## src/gpio_report_pkg.sv

```systemverilog
/*
  gpio_report_pkg: timing, register map, field layout, message text
  and types of the port report block.
  assumes a 50 MHz system clock shared by every user of the block.
*/
package gpio_report_pkg;
  localparam int CLK_HZ       = 50_000_000;
  // led flicker half period, also the grain of every slow timer
  localparam int FAST_MS      = 100;
  localparam int FAST_CYC     = CLK_HZ / 1000 * FAST_MS;
  localparam int TICKS_PER_S  = 1000 / FAST_MS;
  localparam int NETCHK_S     = 4;
  localparam int WAKE_S       = 1;
  localparam int NETCHK_TICKS = NETCHK_S * TICKS_PER_S;
  localparam int WAKE_TICKS   = WAKE_S * TICKS_PER_S;
  localparam int TICK_W       = 8;
  localparam int SUB_W        = 4;
  localparam int VAL_W        = 16;
  localparam int SRC_W        = 64;
  localparam int ADDR_W       = 4;
  localparam int DATA_W       = 16;
  localparam int CH_W         = 8;
  localparam int IDX_W        = 5;

  localparam logic [ADDR_W-1:0] A_CTRL     = 4'h0;
  localparam logic [ADDR_W-1:0] A_INTERVAL = 4'h1;
  localparam logic [ADDR_W-1:0] A_STATUS   = 4'h2;
  localparam logic [ADDR_W-1:0] A_RXVAL    = 4'h3;
  localparam logic [ADDR_W-1:0] A_COUNT    = 4'h4;

  localparam int CTRL_W = 7;
  localparam int C_DIR  = 0;
  localparam int C_KEY  = 2;
  localparam int C_ADC  = 3;
  localparam int C_CNT  = 4;
  localparam int C_END  = 5;
  localparam int C_TGT  = 6;
  localparam logic [CTRL_W-1:0] CTRL_RST = 7'h00;
  localparam int INTV_W = 8;
  localparam logic [INTV_W-1:0] INTV_RST = 8'h00;
  localparam logic [1:0] DIR_IN  = 2'h1;
  localparam logic [1:0] DIR_OUT = 2'h2;

  localparam int STAT_W  = 6;
  localparam int S_CHECK = 0;
  localparam int S_SLEEP = 1;
  localparam int S_NET   = 2;
  localparam int S_BUSY  = 3;
  localparam int S_OK    = 4;
  localparam int S_ERR   = 5;

  localparam int OK_LEN  = 17;
  localparam int ERR_LEN = 20;
  localparam logic [8*OK_LEN-1:0]  MSG_OK_TXT  = "ROUTER START OK\r\n";
  localparam logic [8*ERR_LEN-1:0] MSG_ERR_TXT = "ROUTER START ERROR\r\n";
  localparam logic [23:0] TAG_TXT    = 24'h475054;
  localparam int REP_HEX_AT = 3;
  localparam int REP_US_AT  = 7;
  localparam int REP_SRC_AT = 8;
  localparam int REP_CR_AT  = 24;
  localparam int REP_LEN    = 26;
  localparam logic [7:0] CH_US  = 8'h5f;
  localparam logic [7:0] CH_CR  = 8'h0d;
  localparam logic [7:0] CH_LF  = 8'h0a;
  localparam logic [7:0] CH_0   = 8'h30;
  localparam logic [7:0] CH_A10 = 8'h37;

  typedef enum logic [1:0] {KIND_KEY, KIND_GPIO, KIND_ADC, KIND_CNT} kind_t;
  typedef enum logic [1:0] {PH_CHECK, PH_RUN, PH_SLEEP, PH_AWAKE} phase_t;
  typedef enum logic [1:0] {MSG_NONE, MSG_OK, MSG_ERR, MSG_REP} msg_t;
endpackage

```

## src/pin_sync2.sv

```systemverilog
/*
  pin_sync2: two flip-flop synchroniser for a group of static pins.
  assumes each bit is a slow level; multi-bit skew is tolerated.
*/
`timescale 1ns/100ps
module pin_sync2 #(
  parameter int W = 1
) (
  input  wire logic         i_clk,
  input  wire logic         i_rst,
  input  wire logic [W-1:0] i_d,
  output logic      [W-1:0] o_q
);
  logic [W-1:0] meta_r;

  always_ff @(posedge i_clk) begin
    if (i_rst) begin
      meta_r <= '0;
      o_q    <= '0;
    end else begin
      meta_r <= i_d;
      o_q    <= meta_r;
    end
  end
endmodule

```

## src/gpio_report_select.sv

```systemverilog
/*
  gpio_report_select: picks what a key press or interval expiry sends
  to the paired target, prints received port reports on the serial
  stream and drives them onto the port, and runs the power-up check,
  the end-device sleep window and the leds.
  assumes radio, adc and serial sender run on I_MCLK; key, wake,
  network and port pins are asynchronous.
*/
// Decided for this implementation: the register addresses and the strobed register port.
`timescale 1ns/100ps
module gpio_report_select #(
  parameter int FAST_CYC = gpio_report_pkg::FAST_CYC
) (
  input  wire logic        I_MCLK,
  input  wire logic        I_RST,
  input  wire logic [3:0]  I_ADDR,
  input  wire logic [15:0] I_WDATA,
  input  wire logic        I_WR,
  input  wire logic        I_RD,
  output logic      [15:0] O_RDATA,
  input  wire logic        I_KEY_N,
  input  wire logic        I_WAKE_N,
  input  wire logic        I_NET_UP,
  input  wire logic [15:0] I_GPIO,
  output logic      [15:0] O_GPIO,
  output logic             O_GPIO_OE_N,
  input  wire logic [15:0] I_ADC,
  output logic             O_TX_VALID,
  output logic      [1:0]  O_TX_KIND,
  output logic      [15:0] O_TX_DATA,
  input  wire logic        I_LINK_DONE,
  input  wire logic        I_LINK_OK,
  input  wire logic        I_RX_VALID,
  input  wire logic [15:0] I_RX_DATA,
  input  wire logic [63:0] I_RX_SRC,
  output logic             O_CH_VALID,
  output logic      [7:0]  O_CH_DATA,
  input  wire logic        I_CH_READY,
  output logic             O_STATUS_LED,
  output logic             O_OK_LED,
  output logic             O_ERR_LED,
  output logic             O_SLEEP
);
  localparam int PRE_W = $clog2(FAST_CYC);
  localparam int TW    = gpio_report_pkg::TICK_W;
  localparam int SW    = gpio_report_pkg::SUB_W;
  localparam int IW    = gpio_report_pkg::IDX_W;
  localparam int PW    = gpio_report_pkg::VAL_W + 3;

  logic [PW-1:0]  pins_s;
  logic           key_n_s;
  logic           wake_n_s;
  logic           net_s;
  logic [15:0]    gpio_s;

  pin_sync2 #(.W(PW)) u_sync (
    .i_clk (I_MCLK),
    .i_rst (I_RST),
    .i_d   ({I_KEY_N, I_WAKE_N, I_NET_UP, I_GPIO}),
    .o_q   (pins_s)
  );
  assign {key_n_s, wake_n_s, net_s, gpio_s} = pins_s;

  // timing and phase
  logic [PRE_W-1:0]         pre_r, pre_nxt;
  logic                     tick_r, tick_nxt;
  logic [SW-1:0]            sub_r, sub_nxt;
  logic                     sec_r, sec_nxt;
  logic [TW-1:0]            pcnt_r, pcnt_nxt;
  gpio_report_pkg::phase_t  phase_r, phase_nxt;
  logic                     wake_prev_r;
  logic                     sleep_r;
  logic                     chk_done;
  logic                     sleep_cfg;
  logic [gpio_report_pkg::CTRL_W-1:0] ctrl_r, ctrl_nxt;

  assign sleep_cfg = ctrl_r[gpio_report_pkg::C_END]
                   & ctrl_r[gpio_report_pkg::C_TGT];

  always_comb begin
    pre_nxt   = pre_r + 1'b1;
    tick_nxt  = 1'b0;
    sub_nxt   = sub_r;
    sec_nxt   = 1'b0;
    pcnt_nxt  = pcnt_r;
    phase_nxt = phase_r;
    chk_done  = 1'b0;
    if (pre_r == PRE_W'(FAST_CYC - 1)) begin
      pre_nxt  = '0;
      tick_nxt = 1'b1;
    end
    if (tick_r) begin
      pcnt_nxt = pcnt_r + 1'b1;
      if (sub_r == SW'(gpio_report_pkg::TICKS_PER_S - 1)) begin
        sub_nxt = '0;
        sec_nxt = 1'b1;
      end else begin
        sub_nxt = sub_r + 1'b1;
      end
    end
    case (phase_r)
      gpio_report_pkg::PH_CHECK: begin
        if (tick_r && pcnt_r == TW'(gpio_report_pkg::NETCHK_TICKS - 1)) begin
          phase_nxt = gpio_report_pkg::PH_RUN;
          chk_done  = 1'b1;
        end
      end
      gpio_report_pkg::PH_RUN: begin
        if (sleep_cfg) begin
          phase_nxt = gpio_report_pkg::PH_SLEEP;
        end
      end
      gpio_report_pkg::PH_SLEEP: begin
        if (!sleep_cfg) begin
          phase_nxt = gpio_report_pkg::PH_RUN;
        end else if (wake_prev_r && !wake_n_s) begin
          phase_nxt = gpio_report_pkg::PH_AWAKE;
          pcnt_nxt  = '0;
        end
      end
      default: begin
        if (!sleep_cfg) begin
          phase_nxt = gpio_report_pkg::PH_RUN;
        end else if (tick_r &&
                     pcnt_r == TW'(gpio_report_pkg::WAKE_TICKS - 1)) begin
          phase_nxt = gpio_report_pkg::PH_SLEEP;
        end
      end
    endcase
  end

  always_ff @(posedge I_MCLK) begin
    if (I_RST) begin
      pre_r       <= '0;
      tick_r      <= 1'b0;
      sub_r       <= '0;
      sec_r       <= 1'b0;
      pcnt_r      <= '0;
      phase_r     <= gpio_report_pkg::PH_CHECK;
      wake_prev_r <= 1'b0;
      sleep_r     <= 1'b0;
    end else begin
      pre_r       <= pre_nxt;
      tick_r      <= tick_nxt;
      sub_r       <= sub_nxt;
      sec_r       <= sec_nxt;
      pcnt_r      <= pcnt_nxt;
      phase_r     <= phase_nxt;
      wake_prev_r <= wake_n_s;
      sleep_r     <= (phase_nxt == gpio_report_pkg::PH_SLEEP);
    end
  end

  // configuration and sending
  logic [gpio_report_pkg::INTV_W-1:0] intv_r, intv_nxt;
  logic [gpio_report_pkg::INTV_W-1:0] icnt_r, icnt_nxt;
  logic        key_prev_r, busy_r, busy_nxt, ok_r, ok_nxt, err_r, err_nxt;
  logic [15:0] cnt_r, cnt_nxt, txd_r, txd_nxt;
  logic        txv_r, txv_nxt;
  gpio_report_pkg::kind_t kind_r, kind_nxt;
  logic        cfg_ok, key_fall, fire, can_tx, dir_in;

  assign cfg_ok   = (phase_r == gpio_report_pkg::PH_RUN)
                 || (phase_r == gpio_report_pkg::PH_AWAKE);
  assign key_fall = key_prev_r & ~key_n_s;
  assign dir_in   = (ctrl_r[1:0] == gpio_report_pkg::DIR_IN);
  assign fire     = sec_r && ctrl_r[gpio_report_pkg::C_ADC]
                 && intv_r != '0 && icnt_r == intv_r - 1'b1;
  // a send while the previous result is pending is dropped
  assign can_tx   = !busy_r && phase_r != gpio_report_pkg::PH_CHECK;

  always_comb begin
    ctrl_nxt = ctrl_r;
    intv_nxt = intv_r;
    icnt_nxt = icnt_r;
    if (I_WR && cfg_ok) begin
      if (I_ADDR == gpio_report_pkg::A_CTRL) begin
        ctrl_nxt = I_WDATA[gpio_report_pkg::CTRL_W-1:0];
      end else if (I_ADDR == gpio_report_pkg::A_INTERVAL) begin
        intv_nxt = I_WDATA[gpio_report_pkg::INTV_W-1:0];
      end
    end
    if (intv_nxt != intv_r || !ctrl_r[gpio_report_pkg::C_ADC] || fire) begin
      icnt_nxt = '0;
    end else if (sec_r) begin
      icnt_nxt = icnt_r + 1'b1;
    end
    txv_nxt  = 1'b0;
    kind_nxt = kind_r;
    txd_nxt  = txd_r;
    cnt_nxt  = cnt_r;
    if (can_tx && key_fall && ctrl_r[gpio_report_pkg::C_KEY]) begin
      txv_nxt  = 1'b1;
      kind_nxt = dir_in ? gpio_report_pkg::KIND_GPIO
                        : gpio_report_pkg::KIND_KEY;
      txd_nxt  = dir_in ? gpio_s : '0;
    end else if (can_tx && fire) begin
      txv_nxt = 1'b1;
      if (ctrl_r[gpio_report_pkg::C_CNT]) begin
        kind_nxt = gpio_report_pkg::KIND_CNT;
        cnt_nxt  = cnt_r + 1'b1;
        txd_nxt  = cnt_r + 1'b1;
      end else if (dir_in) begin
        kind_nxt = gpio_report_pkg::KIND_GPIO;
        txd_nxt  = gpio_s;
      end else begin
        kind_nxt = gpio_report_pkg::KIND_ADC;
        txd_nxt  = I_ADC;
      end
    end
    busy_nxt = busy_r;
    ok_nxt   = ok_r;
    err_nxt  = err_r;
    // a link result landing in the same cycle still wins over the clear
    if (ctrl_nxt[gpio_report_pkg::C_TGT]
        && !ctrl_r[gpio_report_pkg::C_TGT]) begin
      ok_nxt  = 1'b0;
      err_nxt = 1'b0;
    end
    if (txv_nxt) begin
      busy_nxt = 1'b1;
      ok_nxt   = 1'b0;
      err_nxt  = 1'b0;
    end else if (busy_r && I_LINK_DONE) begin
      busy_nxt = 1'b0;
      ok_nxt   = I_LINK_OK;
      err_nxt  = !I_LINK_OK;
    end
  end

  always_ff @(posedge I_MCLK) begin
    if (I_RST) begin
      ctrl_r     <= gpio_report_pkg::CTRL_RST;
      intv_r     <= gpio_report_pkg::INTV_RST;
      icnt_r     <= '0;
      key_prev_r <= 1'b0;
      busy_r     <= 1'b0;
      ok_r       <= 1'b0;
      err_r      <= 1'b0;
      cnt_r      <= '0;
      txv_r      <= 1'b0;
      kind_r     <= gpio_report_pkg::KIND_KEY;
      txd_r      <= '0;
    end else begin
      ctrl_r     <= ctrl_nxt;
      intv_r     <= intv_nxt;
      icnt_r     <= icnt_nxt;
      key_prev_r <= key_n_s;
      busy_r     <= busy_nxt;
      ok_r       <= ok_nxt;
      err_r      <= err_nxt;
      cnt_r      <= cnt_nxt;
      txv_r      <= txv_nxt;
      kind_r     <= kind_nxt;
      txd_r      <= txd_nxt;
    end
  end

  assign O_TX_VALID = txv_r;
  assign O_TX_KIND  = kind_r;
  assign O_TX_DATA  = txd_r;
  assign O_OK_LED   = ok_r;
  assign O_ERR_LED  = err_r;
  assign O_SLEEP    = sleep_r;

  // received reports, serial text and port drive
  gpio_report_pkg::msg_t msg_r, msg_nxt;
  logic [IW-1:0] idx_r, idx_nxt;
  logic [15:0]   rxv_r, rxv_nxt, gpo_r, gpo_nxt;
  logic [63:0]   src_r, src_nxt;
  logic          chv_r, chv_nxt, oe_n_r, stat_r, stat_nxt;
  logic [7:0]    chd_r, chd_nxt;

  function automatic logic [7:0] hex_ch(input logic [3:0] n);
    hex_ch = (n < 4'ha) ? gpio_report_pkg::CH_0 + {4'h0, n}
                        : gpio_report_pkg::CH_A10 + {4'h0, n};
  endfunction

  function automatic int msg_len(input gpio_report_pkg::msg_t m);
    case (m)
      gpio_report_pkg::MSG_OK:  msg_len = gpio_report_pkg::OK_LEN;
      gpio_report_pkg::MSG_ERR: msg_len = gpio_report_pkg::ERR_LEN;
      default:                  msg_len = gpio_report_pkg::REP_LEN;
    endcase
  endfunction

  function automatic logic [7:0] char_at(input gpio_report_pkg::msg_t m,
    input int i, input logic [15:0] v, input logic [63:0] s);
    char_at = '0;
    case (m)
      gpio_report_pkg::MSG_OK: begin
        char_at = gpio_report_pkg::MSG_OK_TXT[8*(msg_len(m)-1-i) +: 8];
      end
      gpio_report_pkg::MSG_ERR: begin
        char_at = gpio_report_pkg::MSG_ERR_TXT[8*(msg_len(m)-1-i) +: 8];
      end
      gpio_report_pkg::MSG_REP: begin
        if (i < gpio_report_pkg::REP_HEX_AT) begin
          char_at = gpio_report_pkg::TAG_TXT[8*(2-i) +: 8];
        end else if (i < gpio_report_pkg::REP_US_AT) begin
          char_at = hex_ch(v[4*(gpio_report_pkg::REP_US_AT-1-i) +: 4]);
        end else if (i < gpio_report_pkg::REP_SRC_AT) begin
          char_at = gpio_report_pkg::CH_US;
        end else if (i < gpio_report_pkg::REP_CR_AT) begin
          char_at = hex_ch(s[4*(gpio_report_pkg::REP_CR_AT-1-i) +: 4]);
        end else if (i == gpio_report_pkg::REP_CR_AT) begin
          char_at = gpio_report_pkg::CH_CR;
        end else begin
          char_at = gpio_report_pkg::CH_LF;
        end
      end
      default: char_at = '0;
    endcase
  endfunction

  always_comb begin
    msg_nxt = msg_r;
    idx_nxt = idx_r;
    rxv_nxt = rxv_r;
    src_nxt = src_r;
    gpo_nxt = gpo_r;
    if (chv_r && I_CH_READY) begin
      if (int'(idx_r) == msg_len(msg_r) - 1) begin
        msg_nxt = gpio_report_pkg::MSG_NONE;
        idx_nxt = '0;
      end else begin
        idx_nxt = idx_r + 1'b1;
      end
    end
    if (chk_done) begin
      msg_nxt = net_s ? gpio_report_pkg::MSG_OK
                      : gpio_report_pkg::MSG_ERR;
      idx_nxt = '0;
    end else if (I_RX_VALID && msg_nxt == gpio_report_pkg::MSG_NONE) begin
      msg_nxt = gpio_report_pkg::MSG_REP;
      idx_nxt = '0;
      rxv_nxt = I_RX_DATA;
      src_nxt = I_RX_SRC;
    end
    if (I_RX_VALID && ctrl_r[1:0] == gpio_report_pkg::DIR_OUT) begin
      gpo_nxt = I_RX_DATA;
    end
    chv_nxt = (msg_nxt != gpio_report_pkg::MSG_NONE);
    chd_nxt = char_at(msg_nxt, int'(idx_nxt), rxv_nxt, src_nxt);
    // fast flicker without network, one blink a second without target
    if (!net_s) begin
      stat_nxt = tick_r ? !stat_r : stat_r;
    end else if (!ctrl_r[gpio_report_pkg::C_TGT]) begin
      stat_nxt = (sub_r == '0);
    end else begin
      stat_nxt = 1'b1;
    end
  end

  always_ff @(posedge I_MCLK) begin
    if (I_RST) begin
      msg_r  <= gpio_report_pkg::MSG_NONE;
      idx_r  <= '0;
      rxv_r  <= '0;
      src_r  <= '0;
      gpo_r  <= '0;
      chv_r  <= 1'b0;
      chd_r  <= '0;
      oe_n_r <= 1'b1;
      stat_r <= 1'b0;
    end else begin
      msg_r  <= msg_nxt;
      idx_r  <= idx_nxt;
      rxv_r  <= rxv_nxt;
      src_r  <= src_nxt;
      gpo_r  <= gpo_nxt;
      chv_r  <= chv_nxt;
      chd_r  <= chd_nxt;
      oe_n_r <= (ctrl_r[1:0] != gpio_report_pkg::DIR_OUT);
      stat_r <= stat_nxt;
    end
  end

  assign O_CH_VALID   = chv_r;
  assign O_CH_DATA    = chd_r;
  assign O_GPIO       = gpo_r;
  assign O_GPIO_OE_N  = oe_n_r;
  assign O_STATUS_LED = stat_r;

  // reads answer in the next cycle only
  always_ff @(posedge I_MCLK) begin
    if (I_RST || !I_RD) begin
      O_RDATA <= '0;
    end else if (I_ADDR == gpio_report_pkg::A_CTRL) begin
      O_RDATA <= 16'(ctrl_r);
    end else if (I_ADDR == gpio_report_pkg::A_INTERVAL) begin
      O_RDATA <= 16'(intv_r);
    end else if (I_ADDR == gpio_report_pkg::A_STATUS) begin
      O_RDATA <= 16'({err_r, ok_r, busy_r, net_s, sleep_r,
                      phase_r == gpio_report_pkg::PH_CHECK});
    end else if (I_ADDR == gpio_report_pkg::A_RXVAL) begin
      O_RDATA <= rxv_r;
    end else if (I_ADDR == gpio_report_pkg::A_COUNT) begin
      O_RDATA <= cnt_r;
    end else begin
      O_RDATA <= '0;
    end
  end
endmodule

```

## config.mk

```make
export PLATFORM = sky130hd
export DESIGN_NAME = gpio_report_select
export DESIGN_NICKNAME = d
export VERILOG_FILES = /design/src/gpio_report_pkg.sv /design/src/pin_sync2.sv /design/src/gpio_report_select.sv
export SDC_FILE = /design/constraint.sdc
export NUM_CORES = 1
export LEC_CHECK = 0
export ABC_AREA = 1
export BUFFER_PORTS_ARGS = -buffer_cell sky130_fd_sc_hd__clkbuf_2
export CAP_MARGIN = 5
export CORE_AREA = 10 10 166 168
export CTS_CLUSTER_DIAMETER = 100
export DETAILED_ROUTE_END_ITERATION = 6
export DIE_AREA = 0 0 176 178
export GPL_ROUTABILITY_DRIVEN = 0
export GPL_TIMING_DRIVEN = 1
export PLACE_DENSITY = 0.85
export SLEW_MARGIN = 0
export SYNTH_ARGS = -nofsm -noshare
export SYNTH_HDL_FRONTEND = slang
export SYNTH_SLANG_ARGS = --single-unit
```

## constraint.sdc

```tcl
create_clock -name I_MCLK -period 5.7 [get_ports I_MCLK]
set_input_delay 0.57 -clock I_MCLK [delete_from_list [all_inputs] [get_ports I_MCLK]]
set_output_delay 0.57 -clock I_MCLK [all_outputs]
set_load 0.01 [all_outputs]
```

**Word level (Yosys, flattened, before mapping)**

Index checks and enable logic that the tools add are counted.

- Register bits: 271
- Word-level logic and storage cells: 210

- Magnitude comparators: 6
- Multiplexer cells: 71
- Bitwise operators: 5
- Shifts and indexed selects: 5
- Add/subtract/negate cells: 19
- Eq/ne operators: 24
- Reduce and logical (&&, ||, !) cells: 46

Operators with widths:

| operator | count |
|---|---|
| variable part select 160 x 32 -> 8 bit, first input constant | 1 |
| two-way mux 16 bit | 9 |
| variable part select 136 x 32 -> 8 bit, first input constant | 1 |
| two-way mux 64 bit | 2 |
| two-way mux 8 bit | 10 |
| variable part select 64 x 8 -> 4 bit | 1 |
| two-way mux 29 bit | 2 |
| subtractor 29 x 2 -> 29 bit, second input constant | 2 |
| subtractor 29 x 6 -> 29 bit | 2 |
| two-way mux 7 bit | 8 |
| equality test 6 x 32 -> 1 bit | 1 |
| two-way mux 32 bit | 1 |
| subtractor 32 x 2 -> 32 bit, second input constant | 1 |
| two-way mux 2 bit | 15 |
| adder 6 x 4 -> 7 bit, first input constant | 4 |
| case mux 8 bit (3 select lines) | 1 |
| variable part select 24 x 9 -> 8 bit, first input constant | 1 |
| adder 23 x 1 -> 23 bit, second input constant | 1 |
| equality test 23 bit, second input constant | 1 |
| two-way mux 5 bit | 4 |
| adder 16 x 1 -> 16 bit, second input constant | 1 |
| adder 8 x 1 -> 8 bit, second input constant | 2 |
| logical AND 1 bit | 16 |
| variable part select 16 x 8 -> 4 bit | 1 |
| 40 further kinds | 88 |

**Depth between registers and ports, before layout**

- Depth in word-level cells: 20
- Mapped depth: 29

**Modules after synthesis**

A second synthesis with hierarchy kept.

- Cell total of the unflattened synthesis: 1907
- Area total of the unflattened synthesis: 13136.3 µm²

By module, submodules not included:

| module | times used | cells each | area each (µm²) |
|---|---|---|---|
| gpio_report_select | 1 | 1789 | 12051.6 |
| pin_sync2 | 1 | 118 | 1084.8 |

**Worst setup path after synthesis**

Ideal clock, no wire load.

- Path kind: register to register
- Start: register msg_r[0]
- End: register chd_r[1], in the netlist O_CH_DATA[1]
- Path buffers: 2
- Setup slack: 2227 ps
- Data required time: 5630 ps
- Cell stages (with the launch flop): 28
- Arrival time: 3402 ps
- Path through: dfxtp_1 -> inv_1 -> ha_1 -> nand2_1 -> nand2_1 -> nor2_1 -> nand3_2 -> o21ai_2 -> nand2_2 -> nand2_2 -> inv_1 -> clkbuf_1 -> ha_1 -> clkbuf_1 -> nand2_1 -> inv_1 -> nand2_1 -> o21ai_1 -> inv_2 -> a21oi_2 -> nand2_1 -> nor2_1 -> inv_2 -> o21ai_2 -> inv_2 -> nand2_1 -> nand2_1 -> a21oi_1

- Longest elaborated chain between the ends: 20
- Elaborated cells between the ends (all ways): 52
- Those cells by class: add/sub: 10; order compare: 6; eq/ne: 7; shift: 5; mux: 22; reduce/logical: 2

Ends and longest elaborated chain:

| element | RTL line | RTL |
|---|---|---|
| start, declared | gpio_report_select.sv:267 | `gpio_report_pkg::msg_t msg_r, msg_nxt;` |
| start signal, assigned | gpio_report_select.sv:357 | `msg_r <= gpio_report_pkg::MSG_NONE;` |
| start signal, assigned | gpio_report_select.sv:367 | `msg_r <= msg_nxt;` |
| equality test 2 bit or equality test 2 x 1 -> 1 bit (tied branches) | gpio_report_select.sv:280 | `case (m)` |
| case mux 4 bit (2 select lines) | gpio_report_select.sv:280 |  |
| two-way mux 32 bit | gpio_report_select.sv:322 | `if (chv_r && I_CH_READY) begin` |
| subtractor 32 x 2 -> 32 bit | gpio_report_select.sv:323 | `if (int'(idx_r) == msg_len(msg_r) - 1) begin` |
| equality test 6 x 32 -> 1 bit | gpio_report_select.sv:323 |  |
| two-way mux 2 bit | gpio_report_select.sv:323 |  |
| two-way mux 2 bit | gpio_report_select.sv:322 |  |
| zero test 2 bit | gpio_report_select.sv:334 | `end else if (I_RX_VALID && msg_nxt == gpio_report_pkg::MSG_NONE) begin` |
| [... 3 more ...] | n/a |  |
| net idx_nxt[0] | gpio_report_select.sv:268 | `logic [IW-1:0] idx_r, idx_nxt;` |
| [... 1 more ...] | n/a |  |
| variable part select 64 x 8 -> 4 bit | gpio_report_select.sv:305 | `char_at = hex_ch(s[4*(gpio_report_pkg::REP_CR_AT-1-i) +: 4]);` |
| adder 6 x 4 -> 7 bit, or another cell as far along | gpio_report_select.sv:276 | `: gpio_report_pkg::CH_A10 + {4'h0, n};` |
| two-way mux 7 bit | gpio_report_select.sv:275 | `hex_ch = (n < 4'ha) ? gpio_report_pkg::CH_0 + {4'h0, n}` |
| two-way mux 7 bit | gpio_report_select.sv:304 | `end else if (i < gpio_report_pkg::REP_CR_AT) begin` |
| two-way mux 7 bit | gpio_report_select.sv:302 | `end else if (i < gpio_report_pkg::REP_SRC_AT) begin` |
| two-way mux 7 bit | gpio_report_select.sv:300 | `end else if (i < gpio_report_pkg::REP_US_AT) begin` |
| two-way mux 8 bit | gpio_report_select.sv:298 | `if (i < gpio_report_pkg::REP_HEX_AT) begin` |
| case mux 8 bit (3 select lines) * | gpio_report_select.sv:290 | `case (m)` |
| end signal, assigned | gpio_report_select.sv:373 | `chd_r <= chd_nxt;` |
| end, declared | gpio_report_select.sv:272 | `logic [7:0] chd_r, chd_nxt;` |

The timed path passes the listed nets; every way through them passes the cells marked *. The select of a mux whose other input is x is not followed.
A chain may end at the register's enable or synchronous reset.

**Worst setup path after layout**

- Start: register msg_r[0]
- End: register chd_r[1], in the netlist O_CH_DATA[1]

- Longest elaborated chain between the ends: 20
- Elaborated cells between the ends (all ways): 52
- Those cells by class: add/sub: 10; order compare: 6; eq/ne: 7; shift: 5; mux: 22; reduce/logical: 2

Ends and longest elaborated chain:

| element | RTL line |
|---|---|
| equality test 2 bit or equality test 2 x 1 -> 1 bit (tied branches) | gpio_report_select.sv:280 |
| case mux 4 bit (2 select lines) | gpio_report_select.sv:280 |
| two-way mux 32 bit | gpio_report_select.sv:322 |
| subtractor 32 x 2 -> 32 bit | gpio_report_select.sv:323 |
| equality test 6 x 32 -> 1 bit | gpio_report_select.sv:323 |
| two-way mux 2 bit | gpio_report_select.sv:323 |
| two-way mux 2 bit | gpio_report_select.sv:322 |
| zero test 2 bit | gpio_report_select.sv:334 |
| [... 4 more ...] | n/a |
| variable part select 64 x 8 -> 4 bit | gpio_report_select.sv:305 |
| adder 6 x 4 -> 7 bit, or another cell as far along | gpio_report_select.sv:276 |
| two-way mux 7 bit | gpio_report_select.sv:275 |
| two-way mux 7 bit | gpio_report_select.sv:304 |
| two-way mux 7 bit | gpio_report_select.sv:302 |
| two-way mux 7 bit | gpio_report_select.sv:300 |
| two-way mux 8 bit | gpio_report_select.sv:298 |
| case mux 8 bit (3 select lines) * | gpio_report_select.sv:290 |

Every way passes the cells marked *; elsewhere a longest branch is shown, timed or not. The select of a mux whose other input is x is not followed.

==> results.json <==
{
  "synth_edf_count": 0,
  "syn_nets": 2074,
  "synthCells": 1908,
  "synth_warnings": 0,
  "cp_max_fo": 29,
  "violations": "DRC",
  "period_share_pct": 80.70,
  "netlist.area_leader.share_pct": 41.04,
  "critPathSlowestCell": "ha_1",
  "die_h_um": 178,
  "crit_path_max_incr_delay_ns": 0.57,
  "postCtsHoldBufs": 0,
  "syn_area_per_cell_sq_um": 6.903,
  "tightest_slew_ns": 1.077,
  "port_buffers": 198,
  "dieArea_sq_um": 31330,
  "clockPowerShare_pct": 41.4,
  "vias": 13050,
  "routed_wl_mm": 36.81,
  "crit_family": "simple AND/OR/NAND/NOR gates",
  "final-setup-viol-count": 0,
  "cts_buffers": 28,
  "power.leakage_nw": 6.948,
  "viasPerCell": 5.398,
  "synthTopCellsByCount": "nand2_1, dfxtp_1, inv_1, nor2_1, a21oi_1",
  "num_rows": 57,
  "grt_overflow_total": 0,
  "drt_pass1_iterations": 7,
  "syn_area_sq_um": 13170,
  "cp-start-kind": "register",
  "clock_latency_ns": 0.57,
  "yosys.area.top_type": "dfxtp_1",
  "dp_hpwl_mm": 26.64,
  "intPower_w": 0.003203,
  "power_density_nw_per_um2": 288.3,
  "setup_slack_ns": 1.100,
  "seq_area_frac_synth_pct": 41.04,
  "ys_seq_elements": 270,
  "fmax_mhz": 217.4,
  "htree_levels": 1,
  "hp-class": "primary input to register",
  "p_comb_share_pct": 13.3,
  "drv_cap": 0,
  "cts_setup_buffers": 0,
  "grt.total_usage_pct": 22.28,
  "fill_cells": 2129,
  "ys.flop_type": "dfxtp_1",
  "drt_iter0_drc": 1361,
  "slew_headroom_pct": 27.97,
  "ios": 208,
  "reg2reg_setup_slack_ns": 1.10,
  "finalSetupTns_ns": 0,
  "grt_max_degree": 86,
  "async_reset_ff_share_pct": 0,
  "arrival_ns": 5.07,
  "core_sq_um": 24110,
  "swShare_pct": 27.01,
  "grt_pass1_vias": 12500,
  "clockBufferDepth": 3,
  "synthToLayoutAreaGrowth_pct": 15.58,
  "drc": 2,
  "skew_ns": 0.01714,
  "cts_tree": "yes",
  "pwr-share-seq_pct": 45.3,
  "rsz0062_at_grt": "no",
  "crit_buf_inv": 7,
  "seqCellArea_sq_um": 5405,
  "cts.sinks": 270,
  "place_ws_ns": 1.259,
  "synth.most_common_cell": "nand2_1",
  "multi_input_area_sq_um": 6357,
  "crit_path_end_kind": "register",
  "antenna_left": 0,
  "drive_gt1_share_pct": 13.76,
  "crit_type": "register to register",
  "synth_cell_types": 62,
  "required_ns": 6.17,
  "crit_top_cell": "nand2_1",
  "antenna_found_initial": 0,
  "wl_per_cell_um": 15.23,
  "fin_nets": 2238,
  "slew_violations": 0,
  "clk_pin_slew_worst_paths_ns": 0.06,
  "start_util_pct": 54.64,
  "clockRootBuffer": "clkbuf_16",
  "hold_slack_ns": 0.1857,
  "grt_pass1_wl_mm": 59.20,
  "die_w_um": 176,
  "synth_area_leaders": "dfxtp_1, nand2_1, inv_1, nor2_1, a21oi_1",
  "ir_drop_uv": 227.5,
  "hold_viol": 0,
  "layout_min_cycle_time_ns": 4.600,
  "p_switching_w": 0.001185,
  "antennaDiodeCount": 0,
  "status": "finished with violations",
  "cts_resized": 0
}
cell families after synthesis:
| family | Yosys count | synth area share (%) |
|---|---|---|
| AOI/OAI and AO/OA | 345 | 14.99 |
| xor gates and xnor gates | 45 | 3.050 |
| adders and majority gates | 23 | 2.185 |
| buffers and inverters | 360 | 10.69 |
| DFF | 270 | 41.04 |
| muxes | 2 | 0.1520 |
| other | 1 | 0.02847 |
| and+or+nand+nor | 862 | 27.86 |
stage by stage:
step                total power, W  instances  instance area [sq um]  utilization (%)
global route              0.004560       2417                  15220            63.15
floorplan                 0.002431       1908                  13170                -
global placement          0.002582       2366                  14310            59.35
CTS                       0.004396       2417                  15220            63.15
finish                    0.004389       2417                  15220            63.15
detailed placement        0.002599       2366                  14310            59.35
registers in the layout, summed over array words and instances (netlist names), 16 cells and up:
name / cells
O_TX_DATA: 16
src_r: 64
O_GPIO: 16
rxv_r: 16
u_sync.o_q: 19
O_RDATA: 16
pre_r: 23
u_sync.meta_r: 19
cnt_r: 16
metal layers:
layer  global-route usage [%]  vias to the layer above  part of all wire (%)
met4                    8.230                        0                   3.0
li1                         -                     6472                     -
met2                    38.22                      624                    47
met1                    27.12                     5863                    40
met3                    4.524                       89                   9.3
met5                        0                        -                     0
layout make-up:
class | instances | share of cell area (%)
clock buffer | 42 | 5.145
inverter | 287 | 7.077
multi-input combinational | 1278 | 41.76
sequential | 270 | 35.51
clock inverter | 9 | 0.8713
tap | 324 | 2.663
timing repair buffer | 207 | 6.970
final timing paths:
| kind | startpoint | endpoint | cells after the start |
|---|---|---|---|
| setup reg to reg | msg_r[0] | O_CH_DATA[1] | 26 |
| hold / removal | I_WAKE_N | u_sync.meta_r[17] | 3 |
| setup / recovery | msg_r[0] | O_CH_DATA[1] | 26 |
| hold reg to reg | u_sync.meta_r[4] | u_sync.o_q[4] | 2 |
placed cells by master (no fill, tap or decap), drive strengths merged, types with 10 or more instances in the layout:
master	n
nand3	90
clkbuf	239
xnor2	10
o22ai	15
o21ai	123
ha	23
buf	10
nor2	268
nand2	394
dfxtp	270
a211oi	14
nor3	36
xor2	35
nor4	10
inv	285
nand4	42
a21oi	131
a31oi	13
worst min-delay path, delay by kind of cell:
family,cells,cell delay [ns]
buf+inv,2,0.12
simple gates,1,0.03
power by group through the flow:
| stage | clock (W) | sequential (W) | combinational [W] |
|---|---|---|---|
| 6_report | 0.00182 | 0.00199 | 0.000583 |
| 5_1_grt | 0.00191 | 0.00199 | 0.000657 |
| 4_1_cts | 0.00183 | 0.00199 | 0.000575 |
| 3_5_place_dp | 0 | 0.00203 | 0.000570 |
| 3_3_place_gp | 0 | 0.00203 | 0.000556 |
| 2_1_floorplan | 0 | 0.00203 | 0.000405 |
(Power assumes the default switching activity.)
